**src/hw/lmw_pkg.sv**
```systemverilog
package lmw_pkg;

    typedef enum logic [1:0] {
        LMW_MODE_OFF  = 2'h0,
        LMW_MODE_WAKE = 2'h1,
        LMW_MODE_RXO  = 2'h2,
        LMW_MODE_NORM = 2'h3
    } lmw_mode_type;

    typedef enum logic [2:0] {
        LMW_CHIP_NORMAL   = 3'h0,
        LMW_CHIP_STOP     = 3'h1,
        LMW_CHIP_SLEEP    = 3'h2,
        LMW_CHIP_RESTART  = 3'h3,
        LMW_CHIP_FAILSAFE = 3'h4,
        LMW_CHIP_INIT     = 3'h5
    } lmw_chip_type;

    localparam int LMW_CLK_HZ = 10_000_000;
    // wake filter 30..150 us; least time rounds up
    localparam int LMW_WAKE_FILTER_US = 30;
    localparam int LMW_WAKE_CYC = (LMW_WAKE_FILTER_US * LMW_CLK_HZ + 999_999) / 1_000_000;
    // dominant time-outs 16..24 ms, 20 typ
    localparam int LMW_TIMEOUT_MS = 20;
    localparam int LMW_TIMEOUT_CYC = LMW_TIMEOUT_MS * (LMW_CLK_HZ / 1000);
    localparam int LMW_CNT_W = 18;
    localparam lmw_mode_type LMW_MODE_RESET = LMW_MODE_OFF;
    localparam logic LMW_LOW_SLOPE_RESET = 1'b0;
    localparam logic LMW_FLASH_RESET = 1'b0;

endpackage

```
**src/hw/lmw_channel.sv**
```systemverilog
`timescale 1ns/1ps
module lmw_channel
    import lmw_pkg::*;
#(
    parameter int TIMEOUT_CYC = LMW_TIMEOUT_CYC
) (
    input  wire logic         sys_clk,
    input  wire logic         rst,
    input  wire logic         mode_wr,
    input  wire lmw_mode_type mode_wdata,
    input  wire logic         auto_wake,
    input  wire logic         auto_rearm,
    input  wire logic         bus_transmit_in,
    input  wire logic         bus_level,
    input  wire logic         supply_uv,
    output lmw_mode_type      mode,
    output logic              rx_pin,
    output logic              drive_dom,
    output logic              wake_pulse,
    output logic              fault_flag,
    input  wire logic         fault_clr
);
    logic                 armed;
    logic                 woken;
    logic                 bus_q;
    logic [LMW_CNT_W-1:0] wake_cnt;
    logic [LMW_CNT_W-1:0] tx_cnt;
    logic [LMW_CNT_W-1:0] bus_cnt;
    logic                 tx_block;
    logic                 tx_to_hit;
    logic                 bus_to_hit;
    logic                 wake_det;

    localparam logic [LMW_CNT_W-1:0] WAKE_N = LMW_CNT_W'(LMW_WAKE_CYC);
    localparam logic [LMW_CNT_W-1:0] TO_N   = LMW_CNT_W'(TIMEOUT_CYC);

    // mode field; fail-safe forces wake-capable
    always_ff @(posedge sys_clk) begin
        if (rst)
            mode <= LMW_MODE_RESET;
        else if (auto_wake)
            mode <= LMW_MODE_WAKE;
        else if (mode_wr)
            mode <= mode_wdata;
    end

    // arm state: a wake leaves the field at wake-capable but disarmed
    always_ff @(posedge sys_clk) begin
        if (rst) begin
            armed <= 1'b0;
            woken <= 1'b0;
        end else if (auto_rearm) begin
            armed <= 1'b1;
            // rearm keeps the receive pin low; only a software mode change releases it
            if (mode_wr && !auto_wake && mode_wdata != LMW_MODE_WAKE)
                woken <= 1'b0;
        end else if (mode_wr && !auto_wake && mode_wdata != LMW_MODE_WAKE) begin
            armed <= 1'b0;
            woken <= 1'b0;
        end else if (mode_wr && mode != LMW_MODE_WAKE) begin
            armed <= 1'b1;
        end else if (auto_wake && mode != LMW_MODE_WAKE) begin
            armed <= 1'b1;
        end else if (wake_det) begin
            armed <= 1'b0;
            woken <= 1'b1;
        end
    end

    // wake filter: falling edge, long dominant, then rising edge
    always_ff @(posedge sys_clk) begin
        if (rst) begin
            bus_q    <= 1'b1;
            wake_cnt <= '0;
        end else begin
            bus_q <= bus_level;
            if (bus_level)
                wake_cnt <= '0;
            else if (bus_q)
                wake_cnt <= LMW_CNT_W'(1);
            else if (wake_cnt != '1)
                wake_cnt <= wake_cnt + LMW_CNT_W'(1);
        end
    end
    assign wake_det = armed && mode == LMW_MODE_WAKE && !supply_uv && bus_level && !bus_q
                      && wake_cnt > WAKE_N;

    always_ff @(posedge sys_clk) begin
        if (rst)
            wake_pulse <= 1'b0;
        else
            wake_pulse <= wake_det;
    end

    // transmit dominant time-out blocks the driver until transmit releases
    always_ff @(posedge sys_clk) begin
        if (rst) begin
            tx_cnt   <= '0;
            tx_block <= 1'b0;
        end else if (bus_transmit_in) begin
            tx_cnt   <= '0;
            tx_block <= 1'b0;
        end else begin
            if (tx_cnt != TO_N)
                tx_cnt <= tx_cnt + LMW_CNT_W'(1);
            if (tx_to_hit)
                tx_block <= 1'b1;
        end
    end
    assign tx_to_hit = !bus_transmit_in && tx_cnt == TO_N - LMW_CNT_W'(1);

    always_ff @(posedge sys_clk) begin
        if (rst)
            bus_cnt <= '0;
        else if (bus_level || !(mode == LMW_MODE_NORM || mode == LMW_MODE_RXO))
            bus_cnt <= '0;
        else if (bus_cnt != TO_N)
            bus_cnt <= bus_cnt + LMW_CNT_W'(1);
    end
    assign bus_to_hit = !bus_level && (mode == LMW_MODE_NORM || mode == LMW_MODE_RXO)
                        && bus_cnt == TO_N - LMW_CNT_W'(1);

    // fault flag: set wins over clear
    always_ff @(posedge sys_clk) begin
        if (rst)
            fault_flag <= 1'b0;
        else if (tx_to_hit || bus_to_hit)
            fault_flag <= 1'b1;
        else if (fault_clr)
            fault_flag <= 1'b0;
    end

    // pins: driver only in normal mode, receiver off under undervoltage unless a wake is latched
    always_ff @(posedge sys_clk) begin
        if (rst) begin
            drive_dom <= 1'b0;
            rx_pin    <= 1'b1;
        end else begin
            drive_dom <= mode == LMW_MODE_NORM && !supply_uv && !tx_block && !tx_to_hit
                         && !bus_transmit_in;
            if (woken || wake_det)
                rx_pin <= 1'b0;
            else if (supply_uv || mode == LMW_MODE_OFF || mode == LMW_MODE_WAKE)
                rx_pin <= 1'b1;
            else
                rx_pin <= bus_level;
        end
    end

    a_wake_pin_low: assert property (@(posedge sys_clk) disable iff (rst)
        wake_det |=> !rx_pin) else $error("rx pin not low after wake");
    a_no_rearm_self: assert property (@(posedge sys_clk) disable iff (rst)
        wake_det |=> !armed) else $error("armed after wake");
    a_wake_filter: assert property (@(posedge sys_clk) disable iff (rst)
        wake_det |-> $past(!bus_level, LMW_WAKE_CYC)) else $error("wake too short");
    a_off_no_wake: assert property (@(posedge sys_clk) disable iff (rst)
        mode == LMW_MODE_OFF |-> !wake_det) else $error("wake in off mode");
    a_rxo_no_drive: assert property (@(posedge sys_clk) disable iff (rst)
        $past(mode) == LMW_MODE_RXO && !$past(rst) |-> !drive_dom) else $error("drive in rx only");
    a_tx_block: assert property (@(posedge sys_clk) disable iff (rst)
        tx_to_hit |=> !drive_dom && fault_flag) else $error("tx time-out not handled");
    a_uv_stages: assert property (@(posedge sys_clk) disable iff (rst)
        supply_uv && !woken && !wake_det |=> !drive_dom && rx_pin) else $error("stages on under uv");
    a_bus_fault: assert property (@(posedge sys_clk) disable iff (rst)
        bus_to_hit |=> fault_flag) else $error("bus clamp not flagged");

    c_wake: cover property (@(posedge sys_clk) disable iff (rst) wake_det);
    c_tx_to: cover property (@(posedge sys_clk) disable iff (rst) tx_to_hit);
    c_bus_to: cover property (@(posedge sys_clk) disable iff (rst) bus_to_hit);
endmodule

```
**src/hw/lmw_top.sv**
```systemverilog
`timescale 1ns/1ps
module lmw_top
    import lmw_pkg::*;
#(
    parameter int TIMEOUT_CYC = LMW_TIMEOUT_CYC
) (
    input  wire logic         sys_clk,
    input  wire logic         rst,
    input  wire lmw_chip_type chip_state,
    input  wire logic         spi_select_n,
    input  wire logic         chan_a_mode_wr,
    input  wire lmw_mode_type chan_a_mode_wdata,
    input  wire logic         chan_b_mode_wr,
    input  wire lmw_mode_type chan_b_mode_wdata,
    input  wire logic         low_slope_wr,
    input  wire logic         flash_wr,
    input  wire logic         cfg_wdata,
    input  wire logic         watchdog_on_bus_wake,
    input  wire logic         watchdog_enabled,
    input  wire logic         wake_status_clr,
    input  wire logic         chan_a_fault_clr,
    input  wire logic         chan_b_fault_clr,
    input  wire logic         chan_a_transmit_in,
    input  wire logic         chan_b_transmit_in,
    input  wire logic         chan_a_bus_level,
    input  wire logic         chan_b_bus_level,
    input  wire logic         transceiver_supply_uv,
    output lmw_mode_type      chan_a_mode_field,
    output lmw_mode_type      chan_b_mode_field,
    output logic              chan_a_receive_pin,
    output logic              chan_b_receive_pin,
    output logic              chan_a_bus_drive,
    output logic              chan_b_bus_drive,
    output logic              chan_a_fault_flag,
    output logic              chan_b_fault_flag,
    output logic [1:0]        wake_source_status,
    output logic              int_n,
    output logic              watchdog_enable_req,
    output logic              restart_req,
    output logic              low_slope_select,
    output logic              slope_control_off
);
    logic         a_wr;
    logic         b_wr;
    logic         auto_wake;
    logic         auto_rearm;
    logic         a_wake;
    logic         b_wake;
    logic         any_wake;
    logic         sel_q;
    logic         ls_pend;
    logic         fl_pend;
    lmw_chip_type chip_q;
    logic         in_ns;

    assign in_ns = chip_state == LMW_CHIP_NORMAL || chip_state == LMW_CHIP_STOP;

    // mode writes filtered by chip state
    function automatic logic mode_ok(input lmw_mode_type m, input lmw_chip_type c);
        logic ok;
        ok = 1'b0;
        unique case (m)
            LMW_MODE_OFF:  ok = 1'b1;
            LMW_MODE_WAKE: ok = c != LMW_CHIP_FAILSAFE && c != LMW_CHIP_INIT;
            LMW_MODE_RXO:  ok = c == LMW_CHIP_NORMAL || c == LMW_CHIP_STOP;
            LMW_MODE_NORM: ok = c == LMW_CHIP_NORMAL || c == LMW_CHIP_STOP;
        endcase
        return ok;
    endfunction

    assign a_wr = chan_a_mode_wr && mode_ok(chan_a_mode_wdata, chip_state);
    assign b_wr = chan_b_mode_wr && mode_ok(chan_b_mode_wdata, chip_state);
    assign auto_wake = chip_state == LMW_CHIP_FAILSAFE;

    // rearm on entry to stop, sleep or fail-safe
    always_ff @(posedge sys_clk) begin
        if (rst)
            chip_q <= LMW_CHIP_INIT;
        else
            chip_q <= chip_state;
    end
    assign auto_rearm = chip_state != chip_q && (chip_state == LMW_CHIP_STOP
                        || chip_state == LMW_CHIP_SLEEP || chip_state == LMW_CHIP_FAILSAFE);

    lmw_channel #(.TIMEOUT_CYC(TIMEOUT_CYC)) u_chan_a (
        .sys_clk         (sys_clk),
        .rst             (rst),
        .mode_wr         (a_wr),
        .mode_wdata      (chan_a_mode_wdata),
        .auto_wake       (auto_wake),
        .auto_rearm      (auto_rearm),
        .bus_transmit_in (chan_a_transmit_in),
        .bus_level       (chan_a_bus_level),
        .supply_uv       (transceiver_supply_uv),
        .mode            (chan_a_mode_field),
        .rx_pin          (chan_a_receive_pin),
        .drive_dom       (chan_a_bus_drive),
        .wake_pulse      (a_wake),
        .fault_flag      (chan_a_fault_flag),
        .fault_clr       (chan_a_fault_clr)
    );

    lmw_channel #(.TIMEOUT_CYC(TIMEOUT_CYC)) u_chan_b (
        .sys_clk         (sys_clk),
        .rst             (rst),
        .mode_wr         (b_wr),
        .mode_wdata      (chan_b_mode_wdata),
        .auto_wake       (auto_wake),
        .auto_rearm      (auto_rearm),
        .bus_transmit_in (chan_b_transmit_in),
        .bus_level       (chan_b_bus_level),
        .supply_uv       (transceiver_supply_uv),
        .mode            (chan_b_mode_field),
        .rx_pin          (chan_b_receive_pin),
        .drive_dom       (chan_b_bus_drive),
        .wake_pulse      (b_wake),
        .fault_flag      (chan_b_fault_flag),
        .fault_clr       (chan_b_fault_clr)
    );

    assign any_wake = a_wake || b_wake;

    // wake source flags, set wins over clear
    always_ff @(posedge sys_clk) begin
        if (rst)
            wake_source_status <= 2'h0;
        else
            wake_source_status <= (wake_source_status & {2{!wake_status_clr}}) | {b_wake, a_wake};
    end

    // interrupt only in normal/stop; restart request from sleep/fail-safe
    always_ff @(posedge sys_clk) begin
        if (rst) begin
            int_n               <= 1'b1;
            restart_req         <= 1'b0;
            watchdog_enable_req <= 1'b0;
        end else begin
            int_n       <= !(any_wake && in_ns);
            restart_req <= any_wake && (chip_state == LMW_CHIP_SLEEP
                           || chip_state == LMW_CHIP_FAILSAFE);
            watchdog_enable_req <= any_wake && chip_state == LMW_CHIP_STOP
                                   && !watchdog_enabled && watchdog_on_bus_wake;
        end
    end

    // slope options latched in normal state, applied at select rising edge
    always_ff @(posedge sys_clk) begin
        if (rst) begin
            sel_q             <= 1'b1;
            ls_pend           <= LMW_LOW_SLOPE_RESET;
            fl_pend           <= LMW_FLASH_RESET;
            low_slope_select  <= LMW_LOW_SLOPE_RESET;
            slope_control_off <= LMW_FLASH_RESET;
        end else begin
            sel_q <= spi_select_n;
            if (low_slope_wr && chip_state == LMW_CHIP_NORMAL)
                ls_pend <= cfg_wdata;
            if (flash_wr && chip_state == LMW_CHIP_NORMAL)
                fl_pend <= cfg_wdata;
            if (spi_select_n && !sel_q) begin
                low_slope_select  <= ls_pend;
                slope_control_off <= fl_pend;
            end
        end
    end

    a_int_only_ns: assert property (@(posedge sys_clk) disable iff (rst)
        !int_n |-> $past(in_ns)) else $error("interrupt outside normal/stop");
    a_wake_int: assert property (@(posedge sys_clk) disable iff (rst)
        any_wake && in_ns |=> !int_n && wake_source_status != 2'h0) else $error("wake not signalled");
    a_sleep_restart: assert property (@(posedge sys_clk) disable iff (rst)
        any_wake && chip_state == LMW_CHIP_SLEEP |=> restart_req && int_n) else $error("no restart");
    a_slope_at_cs: assert property (@(posedge sys_clk) disable iff (rst)
        !(spi_select_n && !sel_q) |=> $stable(low_slope_select)) else $error("slope changed early");
    a_wd_on_wake: assert property (@(posedge sys_clk) disable iff (rst)
        watchdog_enable_req |-> $past(chip_state) == LMW_CHIP_STOP) else $error("watchdog outside stop");

    c_stop_wake: cover property (@(posedge sys_clk) disable iff (rst) any_wake && chip_state == LMW_CHIP_STOP);
    c_sleep_wake: cover property (@(posedge sys_clk) disable iff (rst) restart_req);
endmodule

```
**config.mk**
```make
export PLATFORM = sky130hd
export DESIGN_NAME = lmw_top
export DESIGN_NICKNAME = d
export VERILOG_FILES = /design/src/hw/lmw_pkg.sv /design/src/hw/lmw_channel.sv /design/src/hw/lmw_top.sv
export SDC_FILE = /design/constraint.sdc
export NUM_CORES = 1
export LEC_CHECK = 0
export BUFFER_PORTS_ARGS = -buffer_cell sky130_fd_sc_hd__buf_2
export CAP_MARGIN = 40
export CORE_UTILIZATION = 55
export CTS_CLUSTER_DIAMETER = 150
export CTS_CLUSTER_SIZE = 20
export DETAILED_ROUTE_END_ITERATION = 10
export GPL_TIMING_DRIVEN = 0
export HOLD_SLACK_MARGIN = 0.03
export PLACE_DENSITY = 0.79
export RECOVER_POWER = 25
export SLEW_MARGIN = 20
export SYNTH_ARGS = -nofsm -noshare
export SYNTH_HDL_FRONTEND = slang
export SYNTH_SLANG_ARGS = --single-unit
```
**constraint.sdc**
```tcl
create_clock -name sys_clk -period 1.9 [get_ports sys_clk]
set_clock_uncertainty 0.1 [all_clocks]
set_input_delay 0.095 -clock sys_clk [delete_from_list [all_inputs] [get_ports sys_clk]]
set_output_delay 0.095 -clock sys_clk [all_outputs]
set_load 0.01 [all_outputs]
```
# Word level (Yosys, flattened, before mapping)
# Cells that the tools add are included.
# op_classes
addsub,6
reduce_logical,107
mux,40
n_eq_ne,38
magnitude_cmp,2
bitwise,2
# op_table
op,count
"adder 18 x 1 -> 18 bit, second input constant",6
"!= test 18 bit, second input constant",6
"== test 18 bit, second input constant",4
logical AND 1 bit,44
2-to-1 mux 1 bit,38
"> comparator 18 x 9 -> 1 bit, second input constant",2
"!= test 2 x 1 -> 1 bit, second input constant",10
zero test 1 bit,18
OR reduction 2 bit,9
logical OR 1 bit,17
"== test 2 bit, second input constant",8
nonzero test 2 bit,8
nonzero test 5 bit,2
"== test 2 x 1 -> 1 bit, second input constant",4
zero test 2 bit,4
AND reduction 4 bit,2
"!= test 3 bit, second input constant",2
one-hot mux 1 bit (3 select lines),2
OR reduction 3 bit,2
"== test 3 x 1 -> 1 bit, second input constant",1
"== test 3 x 2 -> 1 bit, second input constant",1
"== test 3 bit, second input constant",1
zero test 3 bit,1
!= test 3 bit,1
other kinds (2),2
# word_totals
in_bits,25
register_bits,141
wordCells,233
output_inout_bits,17

# Depth between registers and ports, before layout
# Gate-level depths: netlist of the first run.
# depth
word_depth,11
depth_mapped,7
depth_no_buf,6

# Modules after synthesis
# Synthesis of the first run repeated with hierarchy kept, for this count alone.
# unflattened
cells_unflattened,812
area_unflattened_um2,6821.5
# by_module_without_submodules
module,cells_each,n_inst,seq_area_each_um2,area_per_inst_um2
lmw_channel (u_chan_b),379,1,1281.2,3166.8
lmw_channel (u_chan_a),374,1,1281.2,3108.0
lmw_top,59,1,260.2,546.8

# Worst setup path before layout of the first run
# OpenSTA, ideal clock, no wires.
# synth_timing
path_kind,reg-to-reg
startpoint,reg u_chan_b.bus_cnt[0]
endpoint,reg u_chan_b.bus_cnt[16]
setup_slack_ns,0.031
t_arrival_ns,1.648
stages_incl_launch_ff,6
path_buffers,0
period_less_slack_ns,1.869
path_cell_list,dfxtp_1 ha_1 nand3_1 or4_4 nor2_1 mux2_2
# synth_between
elab_chain_len,1
elab_cells_between_ends,2
classes_between,1 x add/sub; 1 x eq/ne
# synth_lines
item,line,text
start: declaration,lmw_channel.sv:28,logic [LMW_CNT_W-1:0] bus_cnt;
start signal: assignment,lmw_channel.sv:118,bus_cnt <= bus_cnt + LMW_CNT_W'(1);
adder 18 x 1 -> 18 bit or != test 18 bit (tied branches),"lmw_channel.sv:118, lmw_channel.sv:117",
# Parallel ways exist; a longest one is shown, timed or not.
# A chain may end at the register's enable or synchronous reset.

# Worst setup path after layout of the first run
# layout_timing
startpoint,in chan_a_mode_wr
endpoint,reg u_chan_a.mode[0]
# layout_between
elab_chain_len,2
# layout_lines
item,line,text
start: declaration,lmw_top.sv:11,"input wire logic chan_a_mode_wr,"
logical AND 1 bit,lmw_top.sv:71,"assign a_wr = chan_a_mode_wr && mode_ok(chan_a_mode_wdata, chip_state);"
nonzero test 2 bit (no line),n/a,
end signal: assignment,lmw_channel.sv:44,mode <= mode_wdata;
end: declaration,lmw_channel.sv:16,"output lmw_mode_type mode,"
# No other way between the ends.

==> impl_metrics.py, run 1 <==
metrics = {
    "status": {
        "outcome": "complete, no violations",
    },
    "hold_path": {
        "hold_wc_path_type": "input port to flip-flop",
        "worst_hold_startpoint": "chan_a_transmit_in",
        "hold-path-endpoint": "u_chan_a.tx_cnt[15]$_SDFFE_PP0P_",
        "min_path_cells": 5,
    },
    "detailed_routing": {
        "wirelength_microns": 16300,
        "first_pass_iters": 5,
        "drt.antenna.violating_nets": 0,
        "vias_per_cell": 5.97,
        "vias": 6526,
        "routed_wire_length_per_instance_microns": 14.9,
        "violation_count_after_the_first_detailed_route_iteration": 495,
        "drc": 0,
    },
    "die": {
        "die_h_microns": 114,
        "die_area_sq_mm": 0.0130,
        "die_w_microns": 114,
        "ios": 42,
        "coreArea_sq_mm": 0.0122,
        "starting_utilization_of_the_core_area_pct": 57.0,
        "rows": 40,
    },
    "cells_and_area": {
        "antenna_cells_inserted": 0,
        "final_layout_size_suffix_gt1_share_pct": 13.5,
        "layout_commonest_cell": "dfxtp_1",
        "finalNonFillerCells": 1093,
        "post-route-util_pct": 68.1,
        "area.growth.synth_to_final_pct": 19.6,
        "final_cell_mix": "dfxtp_1, nor2_1, nand2_1, a21oi_1",
        "layout.nets": 949,
        "stdcell_area_sq_mm": 0.00828,
    },
    "grt": {
        "first_global_vias": 5832,
        "grtUsageTotal_pct": 26.1,
        "antenna_found_initial": 0,
        "grt_start_max_net_pins": 17,
        "gr-total-overflow": 0,
        "grt_pass1_wl_microns": 27200,
    },
    "logic_synthesis": {
        "synth.yosys.seq_area_share_pct": 40.7,
        "synth_seq_cells": 141,
        "instance_count_of_the_mapped_netlist": 837,
        "synth_edf_count": 0,
        "cell_types_with_the_largest_area_share_after_synthesis": "dfxtp_1, nand3_1, nor2_1",
        "synthesis.nets": 874,
        "postSynth.asyncResetShare_pct": 0,
        "synth.avg_cell_area_sq_um": 8.28,
        "netlist-cell-type-count": 61,
        "ys_warn_count": 0,
        "total_standard_cell_area_after_synthesis_sq_mm": 0.00693,
        "yosys.area.top_type_share_pct": 40.7,
        "yosysTopAreaCell": "dfxtp_1",
        "leading_register_cell_type_out_of_synthesis": "dfxtp_1",
    },
    "power_and_ir_drop": {
        "leakage_power_summed_over_all_cells_nw": 2.81,
        "cell_internal_pwr_mw": 5.31,
        "power_per_cell_area_mw_per_mm2": 813,
        "max-vdd-ir-drop_mv": 0.802,
        "power_switching_mw": 1.42,
        "share_of_total_power_consumed_by_net_switching_pct": 21.1,
        "power_frac_comb_pct": 4.2,
        "power.share.clock_pct": 51.1,
        "proportion_of_power_drawn_by_flip_flops_and_latches_pct": 44.7,
        "fin_total_pwr_mw": 6.73,
    },
    "critical_path": {
        "sequence_of_cells_on_the_critical_path": "dlygate4sd3_1 -> buf_4 -> or3b_2 -> o311ai_2 -> o221a_2 -> dlygate4sd3_1",
        "critical-path-slowest-cell": "dlygate4sd3_1",
        "critPathKind": "input port to flip-flop",
        "ff2ff_setup_slack_ns": 0.04,
        "worstSetupEndpointType": "flip-flop",
        "timing.rr.start": "u_chan_b.bus_cnt[0]$_SDFFE_PP0P_",
        "worst_path_most_repeated_cell": "dlygate4sd3_1",
        "worstSetupStartpointType": "input port",
        "critical-path-max-stage-delay_ns": 0.56,
        "critPathArrivalTime_ns": 2.12,
        "critical_path_required_ns": 2.16,
        "critical_path.reg2reg.endpoint": "u_chan_b.bus_cnt[16]$_SDFFE_PP0P_",
        "crit_path_max_fanout": 5,
        "ff2ff_path_depth": 5,
    },
    "timing": {
        "final-hold-violation-count": 0,
        "clock.fmax_mhz": 538,
        "timing.final.setup_violations": 0,
        "final_max_slew_viol_count": 0,
        "timing_worst_slew_pin_value_ns": 0.623,
        "post-route-worst-setup-slack_ns": 0.0401,
        "rsz0062_at_grt": "true",
        "totalNegativeSetupSlack_ns": 0,
        "layout_min_cycle_time_ns": 1.86,
        "timing.max_slew.rel_slack_pct": 58.3,
        "tcrit_tclk_final_pct": 97.9,
        "fin_hold_ws_ns": 0.0565,
    },
    "job": {
        "max_cap_violations": 0,
    },
    "clock_network": {
        "path_clk_slew_ns": 0.06,
        "cts_tree": "built",
        "cts.path.max_buffers": 2,
        "tritoncts.num_buffers": 17,
        "clock_insertion_delay_worst_skew_ns": 0.42,
        "cts.sink_count": 141,
        "cts.root.buffer_cell": "clkbuf_16",
        "cts_max_level": 4,
    },
    "place": {
        "io_buffer_count": 41,
        "pre_cts_setup_slack_ns": -0.289,
        "placed_cells": 1046,
        "placed_area_sq_mm": 0.00734,
        "dp_hpwl_microns": 11000,
        "gp_routability_congestion": 0.867,
    },
}
layout make-up:
cell class	instances	area, sq um
clock buffer	23	488
timing repair buffer	67	435
clock inverter	9	134
sequential	141	2840
inverter	36	135
multi-input combinational	623	3920
buffer	26	121
fill	988	3880
tap	168	210
power groups by stage:
stage               Clock [mW]  Combinational, mW  Sequential, mW
finish                    3.44              0.280            3.01
detailed placement           0              0.235            3.07
global placement             0              0.232            3.07
floorplan                    0              0.145            3.07
global route              3.63              0.308            3.01
CTS                       3.49              0.273            3.01
routing by layer:
metal | vias up | wire [microns] | GRT usage, %
met4 | 0 | 200 | 9.35
met1 | 3107 | 7590 | 34.4
li1 | 3218 | - | -
met5 | - | 0 | 0
met3 | 16 | 969 | 6.03
met2 | 185 | 7580 | 41.7
worst max-delay path, delay by kind of cell:
kind	cells	cell delay [ns]
buffers and inverters	3	1.24
and+or+nand+nor	1	0.45
AOI/OAI and AO/OA	2	0.33
worst max path at each step:
stage / from / slack (ns) / cells after the start / endpoint
5_1_grt: chan_a_mode_wr / -0.01 / 6 / u_chan_a.mode[0]$_SDFFE_PP0P_
2_1_floorplan: u_chan_b.bus_cnt[0]$_SDFFE_PP0P_ / 0.03 / 5 / u_chan_b.bus_cnt[16]$_SDFFE_PP0P_
3_3_place_gp: rst / -0.24 / 7 / u_chan_b.bus_cnt[5]$_SDFFE_PP0P_
6_report: chan_a_mode_wr / 0.04 / 6 / u_chan_a.mode[0]$_SDFFE_PP0P_
3_5_place_dp: rst / -0.29 / 7 / u_chan_b.bus_cnt[4]$_SDFFE_PP0P_
4_1_cts: u_chan_a.wake_cnt[5]$_SDFFE_PP0P_ / 0.008 / 5 / u_chan_a.wake_cnt[8]$_SDFFE_PP0P_
cell families (layout without fill, tap and decap cells):
| logic type | Yosys count | count (layout) | synth area share, % |
|---|---|---|---|
| XOR/XNOR | 41 | 41 | 5.18 |
| multiplexers | 6 | 6 | 0.885 |
| flip-flops | 141 | 141 | 40.7 |
| AND/OR/NAND/NOR | 387 | 387 | 30.6 |
| AO/OA/AOI/OAI | 177 | 177 | 16.4 |
| adder cells (fa/ha/maj) | 12 | 12 | 2.17 |
| buffers and inverters | 73 | 161 | 4.06 |
registers in the layout (all words and copies together) (netlist names), 2 cells and up:
| signal | count |
|---|---|
| u_chan_b.bus_cnt | 18 |
| u_chan_b.mode | 2 |
| chip_q | 3 |
| wake_source_status | 2 |
| u_chan_a.bus_cnt | 18 |
| u_chan_a.wake_cnt | 18 |
| u_chan_a.mode | 2 |
| u_chan_a.tx_cnt | 18 |
| u_chan_b.tx_cnt | 18 |
| u_chan_b.wake_cnt | 18 |
synthesized netlist by cell type, types with 6 or more instances:
cell type  instances
nor2b_1            6
or2_2             12
nand2_1           56
o21ai_0           53
and3_1            28
xor2_1            29
dfxtp_1          141
and4_1            19
nand3_1           56
and2_1             6
ha_1              12
nand4_1           29
a31oi_1            6
xnor2_1           12
a21oi_1           55
nor4_1            18
or3_1             20
nor3b_1            8
a211oi_1           9
inv_1             36
or4_1              7
clkbuf_1          27
nor3_1            24
a2111o_1           8
nor2_1            74
what timing repair did:
| item | CTS | global route |
|---|---|---|
| hold buffers | 23 | 0 |
| setup endpoints to repair | 24 | 64 |
| hold endpoints to repair | 29 | 0 |
| resized for setup | 11 | 38 |
| pin swaps | 2 | 3 |
| setup buffers | 1 | 2 |
No activity file was read; power rests on OpenSTA's default activity.
==> run 2, diff against run 1 <==
RECOVER_POWER = unset   (was 25)
==> impl_metrics.py, run 2 (synthesized netlist as in run 1, its figures left out) <==
metrics = {
    "cells_and_area": {
        "stdcell_area_sq_mm": 0.00831,
        "post-route-util_pct": 68.3,
        "final_cell_mix": "dfxtp_1, nor2_1, nand2_1, a21oi_1",
        "seqCellArea_sq_mm": 0.00284,
        "final_layout_size_suffix_gt1_share_pct": 15.7,
        "antenna_cells_inserted": 0,
        "multi_input_comb_area_sq_mm": 0.00392,
        "layout_commonest_cell": "dfxtp_1",
        "n_fill_cell": 977,
        "area.growth.synth_to_final_pct": 19.9,
        "layout.nets": 949,
    },
    "timing": {
        "layout_min_cycle_time_ns": 1.87,
        "post-route-worst-setup-slack_ns": 0.0324,
        "final_max_slew_viol_count": 0,
        "clock.fmax_mhz": 535,
        "timing_worst_slew_pin_value_ns": 0.623,
        "final-hold-violation-count": 0,
        "timing.max_slew.rel_slack_pct": 58.3,
        "fin_hold_ws_ns": 0.0557,
        "timing.final.setup_violations": 0,
        "rsz0062_at_grt": "true",
        "tcrit_tclk_final_pct": 98.3,
    },
    "power_and_ir_drop": {
        "power_switching_mw": 1.42,
        "fin_total_pwr_mw": 6.74,
        "share_of_total_power_consumed_by_net_switching_pct": 21.1,
        "leakage_power_summed_over_all_cells_nw": 2.88,
        "cell_internal_pwr_mw": 5.32,
        "proportion_of_power_drawn_by_flip_flops_and_latches_pct": 44.7,
        "power_frac_comb_pct": 4.2,
        "max-vdd-ir-drop_mv": 0.805,
        "power_per_cell_area_mw_per_mm2": 811,
        "power.share.clock_pct": 51.1,
    },
    "critical_path": {
        "crit_family": "buffers and inverters",
        "crit_path_max_fanout": 5,
        "critical-path-max-stage-delay_ns": 0.56,
        "critical-path-slowest-cell": "dlygate4sd3_1",
        "ff2ff_path_depth": 5,
        "timing.rr.start": "u_chan_b.bus_cnt[0]$_SDFFE_PP0P_",
        "critPathArrivalTime_ns": 2.13,
        "critical_path.reg2reg.endpoint": "u_chan_b.bus_cnt[16]$_SDFFE_PP0P_",
        "worst_path_most_repeated_cell": "dlygate4sd3_1",
        "ff2ff_setup_slack_ns": 0.04,
        "worstSetupStartpointType": "input port",
        "critical_path_required_ns": 2.16,
        "worstSetupEndpointType": "flip-flop",
        "critPathKind": "input port to flip-flop",
        "sequence_of_cells_on_the_critical_path": "dlygate4sd3_1 -> buf_4 -> or3b_2 -> o311ai_2 -> o221a_2 -> dlygate4sd3_1",
        "critical_path_buf_inv_count": 3,
    },
    "clock_network": {
        "cts.path.max_buffers": 2,
        "cts.root.buffer_cell": "clkbuf_16",
        "cts.sink_count": 141,
        "tritoncts.num_buffers": 17,
        "path_clk_slew_ns": 0.06,
        "cts_max_level": 4,
        "cts_tree": "built",
        "clock_insertion_delay_worst_skew_ns": 0.42,
    },
    "detailed_routing": {
        "vias": 6537,
        "drt.antenna.violating_nets": 0,
        "violation_count_after_the_first_detailed_route_iteration": 527,
        "first_pass_iters": 5,
        "vias_per_cell": 5.98,
        "routed_wire_length_per_instance_microns": 15.0,
        "drc": 0,
        "wirelength_microns": 16300,
    },
    "die": {
        "coreArea_sq_mm": 0.0122,
        "die_w_microns": 114,
        "die_area_sq_mm": 0.0130,
        "ios": 42,
        "rows": 40,
        "die_h_microns": 114,
        "starting_utilization_of_the_core_area_pct": 57.0,
    },
    "hold_path": {
        "hold_wc_path_type": "input port to flip-flop",
        "worst_hold_startpoint": "chan_a_transmit_in",
        "min_path_cells": 5,
        "hold-path-endpoint": "u_chan_a.tx_cnt[15]$_SDFFE_PP0P_",
    },
    "place": {
        "placed_area_sq_mm": 0.00734,
        "gp_routability_congestion": 0.867,
        "io_buffer_count": 41,
        "dp_hpwl_microns": 11000,
        "pre_cts_setup_slack_ns": -0.289,
    },
    "grt": {
        "grtUsageTotal_pct": 26.1,
        "antenna_found_initial": 0,
        "grt_start_max_net_pins": 17,
        "gr-total-overflow": 0,
        "first_global_vias": 5832,
        "grt_pass1_wl_microns": 27200,
    },
    "status": {
        "outcome": "complete, no violations",
    },
    "job": {
        "max_cap_violations": 0,
    },
}
run 2: changes by cell type in the layout (fill, tap and decap cells not counted):
cell	change
clkbuf_1	-22
buf_2	+20
buf_1	+2
and2_0	-1
and2_1	+1
run 2: power groups by stage:
stage	clock network (mW)	registers (mW)	logic, mW
global route	3.63	3.01	0.311
finish	3.44	3.01	0.283
detailed placement	0	3.07	0.235
CTS	3.49	3.01	0.273
floorplan	0	3.07	0.145
global placement	0	3.07	0.232
run 2: worst register-to-register path, stage by stage, from the launching register on:
cell	delay [ns]
dfxtp_2	0.39
ha_4	0.17
nand3_2	0.10
or4_4	0.53
nor2_2	0.11
mux2_2	0.33
run 2: worst max path at each step:
stage,startpoint,to,slack (ns),cells after the start
after floorplan,u_chan_b.bus_cnt[0]$_SDFFE_PP0P_,u_chan_b.bus_cnt[16]$_SDFFE_PP0P_,0.03,5
after detailed placement,rst,u_chan_b.bus_cnt[4]$_SDFFE_PP0P_,-0.29,7
after global routing,chan_a_mode_wr,u_chan_a.mode[0]$_SDFFE_PP0P_,-0.01,6
final,chan_a_mode_wr,u_chan_a.mode[0]$_SDFFE_PP0P_,0.03,6
after global placement,rst,u_chan_b.bus_cnt[5]$_SDFFE_PP0P_,-0.24,7
after CTS,u_chan_a.wake_cnt[5]$_SDFFE_PP0P_,u_chan_a.wake_cnt[8]$_SDFFE_PP0P_,0.008,5
run 2: what timing repair did:
action / CTS / global route
buffers inserted: 1 / 2
resized for setup: 11 / 38
hold endpoints to repair: 29 / 0
pin swaps: 2 / 3
endpoints found under the setup margin: 24 / 64
hold buffers: 23 / 0
run 2: area by class of cell:
type                            instances  area share [%]
Buffer                                 26            1.46
Clock buffer                           23            5.87
Clock inverter                          9            1.61
Inverter                               36            1.63
Multi-Input combinational cell        623            47.2
Sequential cell                       141            34.1
Tap cell                              168            2.53
Timing Repair Buffer                   67            5.54
run 2: per-layer routing:
| layer | GRT usage [%] | up-vias | wire length [microns] |
|---|---|---|---|
| li1 | - | 3223 | - |
| met1 | 34.4 | 3122 | 7610 |
| met2 | 41.7 | 172 | 7600 |
| met3 | 6.03 | 20 | 922 |
| met4 | 9.35 | 0 | 208 |
| met5 | 0 | - | 0 |
run 2: per-stage QoR:
| stage | setup TNS, ns | std cells |
|---|---|---|
| 6_report | 0 | 1093 |
| 5_1_grt | -0.0297 | 1093 |
| 4_1_cts | 0 | 1097 |
| 3_5_place_dp | -8.60 | 1046 |
| 3_3_place_gp | -6.85 | 1046 |
| 2_1_floorplan | 0 | 837 |
